$ cat src/common/mic_pkg.sv
// Function
// - no source is serviced while the global enable is zero
// - the controller itself sets a source's request flag on its event
// - first control register: timer flags 6..5, ext flag 4, enables 3..0
// - second control register: shared, converter, timer2 flags and enables
// - shared source register: serial_b, serial module, tick flags and enables
// - bit 7 of all, bit 3 of second and shared, read as zero
// - timer overflow, pin edge, serial byte or tick sets flag when enabled
// - on accept push program counter then load vector address
// - return-from-interrupt pops saved program counter
// - servicing clears the global enable automatically
// - requests during blocking still set and keep their flags
// - no acknowledge while stack is full until pointer decrements
// - vector jump within 2 or 3 instruction cycles of request
// - wake from sleep or idle takes 3 cycles to vector
// - fixed priority ext, timer0, timer1, timer2, converter, shared
// - shared flag set by any sub flag; service clears only shared flag
// - return-from-interrupt sets global enable; plain return does not
// - a flag rising low to high wakes the device
package mic_pkg;
    localparam logic [3:0] MIC_ADDR_CTRL0 = 4'h0;
    localparam logic [3:0] MIC_ADDR_CTRL1 = 4'h4;
    localparam logic [3:0] MIC_ADDR_SHARED = 4'h8;
    localparam logic [3:0] MIC_ADDR_STATUS = 4'hc;
    localparam logic [7:0] MIC_RST_REG = 8'h00;
    localparam logic [7:0] MIC_MASK_CTRL0 = 8'h7f;
    localparam logic [7:0] MIC_MASK_CTRL1 = 8'h77;
    localparam logic [7:0] MIC_MASK_SHARED = 8'h77;
    localparam int MIC_GIE_BIT = 0;
    localparam int MIC_NSRC = 6;
    localparam int MIC_NSUB = 3;
    localparam logic [7:0] MIC_VEC_BASE = 8'h04;
    localparam logic [7:0] MIC_VEC_STEP = 8'h04;
    localparam logic [1:0] MIC_LAT_RUN = 2'h2;
    localparam logic [1:0] MIC_LAT_WAKE = 2'h3;
    localparam logic [31:0] MIC_UNMAPPED = 32'h0000_0000;

    typedef struct packed {
        logic [MIC_NSRC-1:0] flag;
        logic [MIC_NSRC-1:0] en;
        logic [MIC_NSUB-1:0] sub_flag;
        logic [MIC_NSUB-1:0] sub_en;
        logic gie;
    } mic_regs_t;

    typedef struct packed {
        logic take;
        logic [7:0] vector;
    } mic_req_t;
endpackage

$ cat src/design/mic_prio.sv
`timescale 1ns/1ps
`default_nettype none
module mic_prio
    import mic_pkg::*;
(
    // candidates, bit 0 highest
    input wire logic [MIC_NSRC-1:0] i_pend,
    // winner
    output mic_req_t o_req,
    output logic [MIC_NSRC-1:0] o_onehot
);
    always_comb begin
        o_req.take = 1'b0;
        o_req.vector = 8'h00;
        o_onehot = '0;
        for (int i = MIC_NSRC - 1; i >= 0; i--) begin
            if (i_pend[i]) begin
                o_req.take = 1'b1;
                o_req.vector = MIC_VEC_BASE + 8'(i) * MIC_VEC_STEP;
                o_onehot = '0;
                o_onehot[i] = 1'b1;
            end
        end
    end
endmodule
`default_nettype wire

$ cat src/design/mic_intc.sv
// Chosen here: register access over Avalon-MM and the register offsets.
`timescale 1ns/1ps
`default_nettype none
module mic_intc
    import mic_pkg::*;
(
    // clock and reset
    input wire logic i_clk,
    input wire logic i_srst,
    // avalon-mm slave
    input wire logic [3:0] i_avs_address,
    input wire logic i_avs_read,
    input wire logic i_avs_write,
    input wire logic [31:0] i_avs_writedata,
    output logic [31:0] o_avs_readdata,
    output logic o_avs_waitrequest,
    // event pulses: ext, t0, t1, t2, converter
    input wire logic [4:0] i_evt,
    // shared sub events: tick, serial module, serial_b
    input wire logic [MIC_NSUB-1:0] i_sub_evt,
    // core sequencer
    input wire logic i_instr_cycle,
    input wire logic i_stack_full,
    input wire logic i_reti,
    input wire logic i_asleep,
    input wire logic [7:0] i_pc,
    output logic o_push,
    output logic [7:0] o_push_pc,
    output logic o_pop,
    output logic o_load_vec,
    output logic [7:0] o_vector,
    output logic o_wake
);
    typedef enum logic [1:0] {ST_IDLE, ST_WAIT, ST_PUSH} mic_state_t;

    typedef struct packed {
        mic_regs_t r;
        mic_state_t st;
        logic [1:0] cnt;
        logic [7:0] vec;
        logic push;
        logic [7:0] push_pc;
        logic pop;
        logic load;
        logic wake;
        logic [31:0] rdata;
        logic wait_n;
        logic [MIC_NSRC-1:0] prev_flag;
        logic [MIC_NSUB-1:0] prev_sub;
    } mic_state_all_t;

    mic_state_all_t s_ff, nxt_s;
    mic_req_t win;
    logic [MIC_NSRC-1:0] win_hot;
    logic [MIC_NSRC-1:0] pend;
    logic [MIC_NSRC-1:0] src_evt;
    logic wr, rd;

    assign src_evt = {1'b0, i_evt};
    assign pend = s_ff.r.flag & s_ff.r.en & {MIC_NSRC{s_ff.r.gie}};

    mic_prio u_prio (
        .i_pend(pend),
        .o_req(win),
        .o_onehot(win_hot)
    );

    // one wait state: access taken when waitrequest is low
    assign wr = i_avs_write && s_ff.wait_n;
    // load read data in the wait cycle so it stands when waitrequest is low
    assign rd = i_avs_read && !s_ff.wait_n;

    always_comb begin
        nxt_s = s_ff;
        nxt_s.push = 1'b0;
        nxt_s.pop = 1'b0;
        nxt_s.load = 1'b0;
        nxt_s.wake = 1'b0;
        nxt_s.wait_n = (i_avs_read || i_avs_write) && !s_ff.wait_n;

        // software writes first so hardware sets below win
        if (wr) begin
            if (i_avs_address == MIC_ADDR_CTRL0) begin
                nxt_s.r.gie = i_avs_writedata[0];
                nxt_s.r.en[2:0] = i_avs_writedata[3:1];
                nxt_s.r.flag[2:0] = i_avs_writedata[6:4];
            end else if (i_avs_address == MIC_ADDR_CTRL1) begin
                nxt_s.r.en[5:3] = i_avs_writedata[2:0];
                nxt_s.r.flag[5:3] = i_avs_writedata[6:4];
            end else if (i_avs_address == MIC_ADDR_SHARED) begin
                nxt_s.r.sub_en = i_avs_writedata[2:0];
                nxt_s.r.sub_flag = i_avs_writedata[6:4];
            end
        end

        // hardware sets regardless of global enable
        for (int i = 0; i < 5; i++) begin
            if (src_evt[i] && s_ff.r.en[i]) begin
                nxt_s.r.flag[i] = 1'b1;
            end
        end
        for (int j = 0; j < MIC_NSUB; j++) begin
            if (i_sub_evt[j] && s_ff.r.sub_en[j]) begin
                nxt_s.r.sub_flag[j] = 1'b1;
            end
        end
        // shared flag follows a rising sub flag
        if (|(s_ff.r.sub_flag & ~s_ff.prev_sub & s_ff.r.sub_en)) begin
            nxt_s.r.flag[5] = 1'b1;
        end

        // return pops and restores global enable
        if (i_reti) begin
            nxt_s.pop = 1'b1;
            nxt_s.r.gie = 1'b1;
        end

        // wake on low-to-high of any flag
        if (i_asleep && (|(s_ff.r.flag & ~s_ff.prev_flag)
                || |(s_ff.r.sub_flag & ~s_ff.prev_sub))) begin
            nxt_s.wake = 1'b1;
        end
        nxt_s.prev_flag = s_ff.r.flag;
        nxt_s.prev_sub = s_ff.r.sub_flag;

        case (s_ff.st)
            ST_IDLE: begin
                if (win.take && !i_stack_full && !i_reti) begin
                    nxt_s.st = ST_WAIT;
                    nxt_s.vec = win.vector;
                    nxt_s.cnt = i_asleep ? MIC_LAT_WAKE : MIC_LAT_RUN;
                    nxt_s.r.gie = 1'b0;
                    // servicing clears only the winner flag
                    nxt_s.r.flag = nxt_s.r.flag & ~win_hot;
                end
            end
            ST_WAIT: begin
                if (i_instr_cycle) begin
                    nxt_s.cnt = s_ff.cnt - 2'd1;
                    if (s_ff.cnt == 2'd1) begin
                        nxt_s.st = ST_PUSH;
                    end
                end
            end
            ST_PUSH: begin
                // push then load vector in the same handoff
                nxt_s.push = 1'b1;
                nxt_s.push_pc = i_pc;
                nxt_s.load = 1'b1;
                nxt_s.st = ST_IDLE;
            end
            default: nxt_s.st = ST_IDLE;
        endcase

        if (rd) begin
            if (i_avs_address == MIC_ADDR_CTRL0) begin
                nxt_s.rdata = {24'h0, (8'({s_ff.r.flag[2:0], s_ff.r.en[2:0],
                    s_ff.r.gie}) & MIC_MASK_CTRL0)};
            end else if (i_avs_address == MIC_ADDR_CTRL1) begin
                nxt_s.rdata = {24'h0, (8'({1'b0, s_ff.r.flag[5:3], 1'b0,
                    s_ff.r.en[5:3]}) & MIC_MASK_CTRL1)};
            end else if (i_avs_address == MIC_ADDR_SHARED) begin
                nxt_s.rdata = {24'h0, (8'({1'b0, s_ff.r.sub_flag, 1'b0,
                    s_ff.r.sub_en}) & MIC_MASK_SHARED)};
            end else if (i_avs_address == MIC_ADDR_STATUS) begin
                nxt_s.rdata = {22'h0, s_ff.vec, s_ff.st};
            end else begin
                nxt_s.rdata = MIC_UNMAPPED;
            end
        end
    end

    always_ff @(posedge i_clk) begin
        if (i_srst) begin
            s_ff <= '0;
        end else begin
            s_ff <= nxt_s;
        end
    end

    assign o_avs_readdata = s_ff.rdata;
    assign o_avs_waitrequest = !s_ff.wait_n;
    assign o_push = s_ff.push;
    assign o_push_pc = s_ff.push_pc;
    assign o_pop = s_ff.pop;
    assign o_load_vec = s_ff.load;
    assign o_vector = s_ff.vec;
    assign o_wake = s_ff.wake;
endmodule
`default_nettype wire

$ cat config.mk
export PLATFORM = sky130hd
export DESIGN_NAME = mic_intc
export DESIGN_NICKNAME = d
export VERILOG_FILES = /design/src/common/mic_pkg.sv /design/src/design/mic_prio.sv /design/src/design/mic_intc.sv
export SDC_FILE = /design/constraint.sdc
export NUM_CORES = 1
export LEC_CHECK = 0
export BUFFER_PORTS_ARGS = -buffer_cell sky130_fd_sc_hd__buf_2
export CAP_MARGIN = 40
export CORE_UTILIZATION = 48
export DETAILED_ROUTE_END_ITERATION = 7
export PLACE_DENSITY = 0.76
export SYNTH_ARGS = -nofsm -noshare
export SYNTH_HDL_FRONTEND = slang
export SYNTH_SLANG_ARGS = --single-unit
$ cat constraint.sdc
create_clock -name i_clk -period 2.2 [get_ports i_clk]
set_clock_uncertainty 0.2 [all_clocks]
set_input_delay 0.22 -clock i_clk [delete_from_list [all_inputs] [get_ports i_clk]]
set_output_delay 0.22 -clock i_clk [all_outputs]
set_load 0.01 [all_outputs]
Word level (Yosys, flattened, before mapping)
Index checks and enable logic that the tools add are counted.
- equal/unequal tests: 15
- bitwise logic cells: 11
- add/subtract/negate cells: 1
- reduce and logical (&&, ||, !) cells: 40
- muxes and demuxes: 50
- operators by type and width (operator ; number):
    $mux 6 ; 11
    $mux 9 ; 7
    $mux 10 ; 4
    $and 6x6->6 ; 4
    $mux 19 ; 1
    $mux 3 ; 6
    $mux 1 ; 16
    $reduce_and 4->1 ; 4
    $logic_and 1x1->1 ; 14
    $reduce_bool 2->1 ; 7
    $mux 13 ; 1
    $ne 2x2->1 const B ; 6
    $not 6->6 ; 2
    $reduce_and 3->1 ; 3
    $eq 4x4->1 const B ; 2
    $pmux 2 s2 ; 2
    $and 3x3->3 ; 2
    $ne 2x1->1 const B ; 3
    $reduce_or 3->1 ; 2
    $reduce_or 6->1 ; 1
    $eq 2x1->1 const B ; 2
    $eq 4x3->1 const B ; 1
    $logic_not 4->1 ; 1
    $mux 4 ; 1
    other kinds (9) ; 14
- output and inout port bits: 53
- flip-flop bits (word level): 85

Logic depth before layout (Yosys ltp)
- depth after elaboration: 12
- depth in mapped cells: 7
- gate-level depth less buffers: 5

By module
Synthesis repeated with hierarchy kept, for this count alone.
- cells, all modules: 358
- area, all modules: 3111.7 µm²
- by module, submodules not included (module ; instances ; seq. area each (µm²) ; area an instance (µm²) ; cells an instance):
    mic_intc ; 1 ; 1241.2 ; 2951.6 ; 335
    mic_prio ; 1 ; 0.0 ; 160.2 ; 23

Worst setup path after synthesis
No wires, ideal clock.
- path kind: input-to-reg
- from: input port i_avs_address[2]
- to: register s_ff[66] (netlist name)
- data arrival time: 1632 ps
- path slack: 236 ps
- buffers on the path: 2
- library setup time: 132 ps
- required time: 1868 ps
- cell stages on the path: 7
- path through: buf_6 > or3_4 > or3_1 > buf_6 > mux2_4 > nor2_2 > nor3_1
- word-level cells in the longest chain between the ends: 6
- RTL lines (item ; line ; source):
    from (decl) ; mic_intc.sv:11 ; input wire logic [3:0] i_avs_address,
    $logic_not 4->1 (*) ; mic_intc.sv:83 ; if (i_avs_address == MIC_ADDR_CTRL0) begin
    $mux 1 (*) ; mic_intc.sv:83 ;
    $mux 19 (*) ; mic_intc.sv:82 ; if (wr) begin
    $mux 1 (*) ; mic_intc.sv:113 ; if (i_reti) begin
    $mux 13 ; mic_intc.sv:128 ; if (win.take && !i_stack_full && !i_reti) begin
    $mux 1 (*) ; mic_intc.sv:126 ; case (s_ff.st)
    to (signal assigned) ; mic_intc.sv:177 ; s_ff <= nxt_s;
    to (decl) ; mic_intc.sv:52 ; mic_state_all_t s_ff, nxt_s;
Every way passes the cells marked *; elsewhere a longest branch is shown, timed or not. The select of a mux whose other input is x is not followed.
A chain may end at the register's enable or synchronous reset.

Worst setup path in the final report
- from: register s_ff[66] (netlist name)
- to: register s_ff, in the netlist o_vector[3]
- word-level cells in the longest chain between the ends: 10
- RTL lines (item ; line ; source):
    $and 6x6->6 (*) ; mic_intc.sv:60 ; assign pend = s_ff.r.flag & s_ff.r.en & {MIC_NSRC{s_ff.r.gie}};
    $mux 9 (5 in a row) ; mic_prio.sv:17 ; if (i_pend[i]) begin
    $mux 9 (*) ; mic_prio.sv:17 ;
    $logic_and 1x1->1 (2 in a row) ; mic_intc.sv:128 ;
    $reduce_and 2->1 (no line) ; n/a ;
Every way passes the cells marked *; elsewhere a longest branch is shown, timed or not.

==> results.ini <==
[run_status]
status = finished, final reports clean

[critical_path]
r2r_cells = 6
worstReg2RegEnd = o_vector[3]
crit_path_max_fanout = 11
endpoint_kind = register
r2r_start = s_ff[66]
required_ns = 2.18
r2r_slack_ns = 0.19
start_kind = register
arrival_ns = 1.99
crit_type = reg -> reg

[layout]
area_growth_pct = 16.1
drive_gt1_share_pct = 22.4
nFillCells = 466
final_area_mm2 = 0.00313
antenna_cells = 0
nNetsFinal = 426

[routing]
route.met3.wl_um = 347
wire_per_inst_um = 13.1
drtIter0Drc = 111
remaining_drc_errors = 0
dr.pass1.iters = 4
drt_wl_total_um = 5730
ant_nets = 0
wl_met2_um = 2680
met1_length_um = 2590
maxUsedRoutingLayer = met4
vias_per_cell = 5.04
vias = 2199

[synthesis]
synth.distinct_cells = 41
yosysTopAreaCell = dfxtp_1
synth.avg_cell_area_um2 = 8.87
synth_area_mm2 = 0.00270
synth_area_leaders = dfxtp_1 (40%), buf_4 (14%), mux2i_1 (7.8%)
ys_ff_latch = 54
synth_top_area_share_pct = 40.1
syn_inst = 304
yosysSeqAreaShare_pct = 40.1
yosys_warnings = 0

[clocking]
postCtsSetupRepairBufs = 0
cts.sinks = 54
cts_htree_levels = 2
cts_root_buffer = clkbuf_8
clkLatencyLatePin_ns = 0.31
cts-resized-gates = 0
clock_path_buffers = 2
cts_buffers = 5
cts_tree = built
clk_pin_slew_ns = 0.10

[sta]
fmax_mhz = 497
hold_viol = 0
finalSetupViolations = 0
period_minus_slack_ns = 2.01
max_slew_margin_pct = 58.8
finalMaxSlewViolations = 0
rsz0062_at_grt = no
setup_tns_ns = 0
worst_pin_slew_ns = 0.613
whs_ns = 0.0304
finalCritPeriodShare_pct = 91.4

[floorplanning]
dieArea_mm2 = 0.00592
dieHeight_um = 77.0
fp.dieW_um = 77.0
placementRows = 26
start_util_pct = 51.2
pin_count = 113
core-area_mm2 = 0.00527

[power]
irDropWorstVdd_uv = 518
clockPowerShare_pct = 32.4
p_sw_uw = 421
powerDensity_mw_per_mm2 = 545
p_seq_share_pct = 58.2
p_leak_uw = 0.00137
swShare_pct = 24.7
p_int_uw = 1290
comb_power_share_pct = 9.4

[grt]
grt_overflow = 0
grt_pass1_wl_um = 9380
antenna_found_initial = 0
grt_pass1_vias = 2030
grt_max_degree = 55
grt_usage_pct = 20.0

[min_path]
hold_class = in -> reg
whs_path_depth = 3
hp-start = i_avs_write
hold_end = s_ff[9]

[flow_run]
maxCapViolCount = 0

[place]
port_buffers = 57
place.gp.congestion = 0.877
dp_hpwl_um = 4100
place_area_mm2 = 0.00281

-- cell type report --
cell class	instances	area [um2]	share of cell area, %
inverters	10	37.5	1.20
multi-input cells	207	1250	40.0
flip-flops and latches	54	1080	34.5
clock inverters	3	23.8	0.759
well taps	70	87.6	2.80
repair buffers	87	581	18.5
clock buffers	5	68.8	2.20
-- cells in the final DEF (no fill, tap or decap), drive strengths merged, types with 3 or more instances in the layout --
cell          n
inv          11
dfxtp        54
nand2        33
dlygate4sd3  23
nor2b        11
conb         30
a21oi        17
nand3         4
clkbuf        5
nand4         3
mux4          5
nor2         33
mux2i        21
nor3          8
a221oi        6
nand2b        3
buf          64
a22oi         8
-- cell families after synthesis --
kind of cell             share of synthesized area [%]
AO/OA/AOI/OAI                                     11.3
adder cells (fa/ha/maj)                          0.464
buffers and inverters                             17.5
flip-flops                                        40.1
multiplexers                                      12.5
other                                            0.139
AND/OR/NAND/NOR                                   18.0
-- worst max-delay path, cell delays in order (launching register included) --
cell      delay, ns
dfxtp_1        0.55
nand3_1        0.18
a21boi_0       0.20
a21boi_0       0.28
buf_4          0.21
mux2i_1        0.20
nor2_1         0.06
-- power groups by stage --
stage	logic [uW]	clock network (uW)	registers [uW]
6_report	160	554	993
5_1_grt	175	623	995
4_1_cts	159	577	993
3_5_place_dp	128	0	1020
3_3_place_gp	127	0	1010
2_1_floorplan	117	0	1010
-- state kept, by name, indices dropped and copies added (netlist names) --
signal and count:
o_avs_readdata 7, nxt_s 9, s_ff 24, o_wake 1, o_pop 1, o_vector 3
o_push 1, o_push_pc 8
-- worst max-delay path by stage --
stage	from	end	cells after the start
after floorplan	i_avs_address[2]	s_ff[66]	7
after global placement	i_avs_address[2]	s_ff[66]	6
after detailed placement	i_avs_address[2]	s_ff[66]	6
after CTS	nxt_s[3]	s_ff[62]	6
after global routing	nxt_s[3]	s_ff[62]	6
final	s_ff[66]	o_vector[3]	6
-- metrics by stage --
stage | std cells | setup WS, ns | utilization [%] | power, uW
floorplan | 333 | 0.236 | - | 1130
global placement | 405 | 0.170 | 53.3 | 1140
detailed placement | 405 | 0.159 | 53.3 | 1140
CTS | 436 | 0.228 | 59.4 | 1730
global route | 436 | 0.0304 | 59.4 | 1790
finish | 436 | 0.189 | 59.4 | 1710
-- metal layers --
layer,vias to the layer above,GRT usage [%]
met5,-,0
met4,0,6.92
met3,15,3.45
met2,98,33.8
met1,1003,25.6
li1,1083,-
-- cells in the mapped netlist --
library cell,count
a21oi_1,17
buf_6,2
buf_1,1
nor3b_1,2
o221ai_1,1
a31oi_1,2
nand2b_1,3
nor4_1,2
and3_1,1
nand4_1,3
nor2b_1,11
o21a_1,1
buf_4,49
buf_2,2
or3_4,1
o21bai_1,1
dfxtp_1,54
nand2_1,33
mux2i_1,21
and2_1,1
nor2_1,31
nor2_2,2
a221oi_1,6
a21boi_0,2
o22ai_1,1
inv_1,10
o21ba_2,1
a22oi_1,8
nor4b_1,1
a22o_1,1
nand3_1,4
nor3_1,8
o21ai_0,1
conb_1,1
ha_1,1
clkbuf_1,8
a211oi_1,1
mux2_4,1
o31a_1,2
or3_1,1
mux4_2,5
-- timing repair --
action | CTS | global route
endpoints found under the setup margin | 0 | 0
endpoints found under the hold margin | 28 | 0
hold buffers | 23 | 0
(Power assumes the default switching activity.)
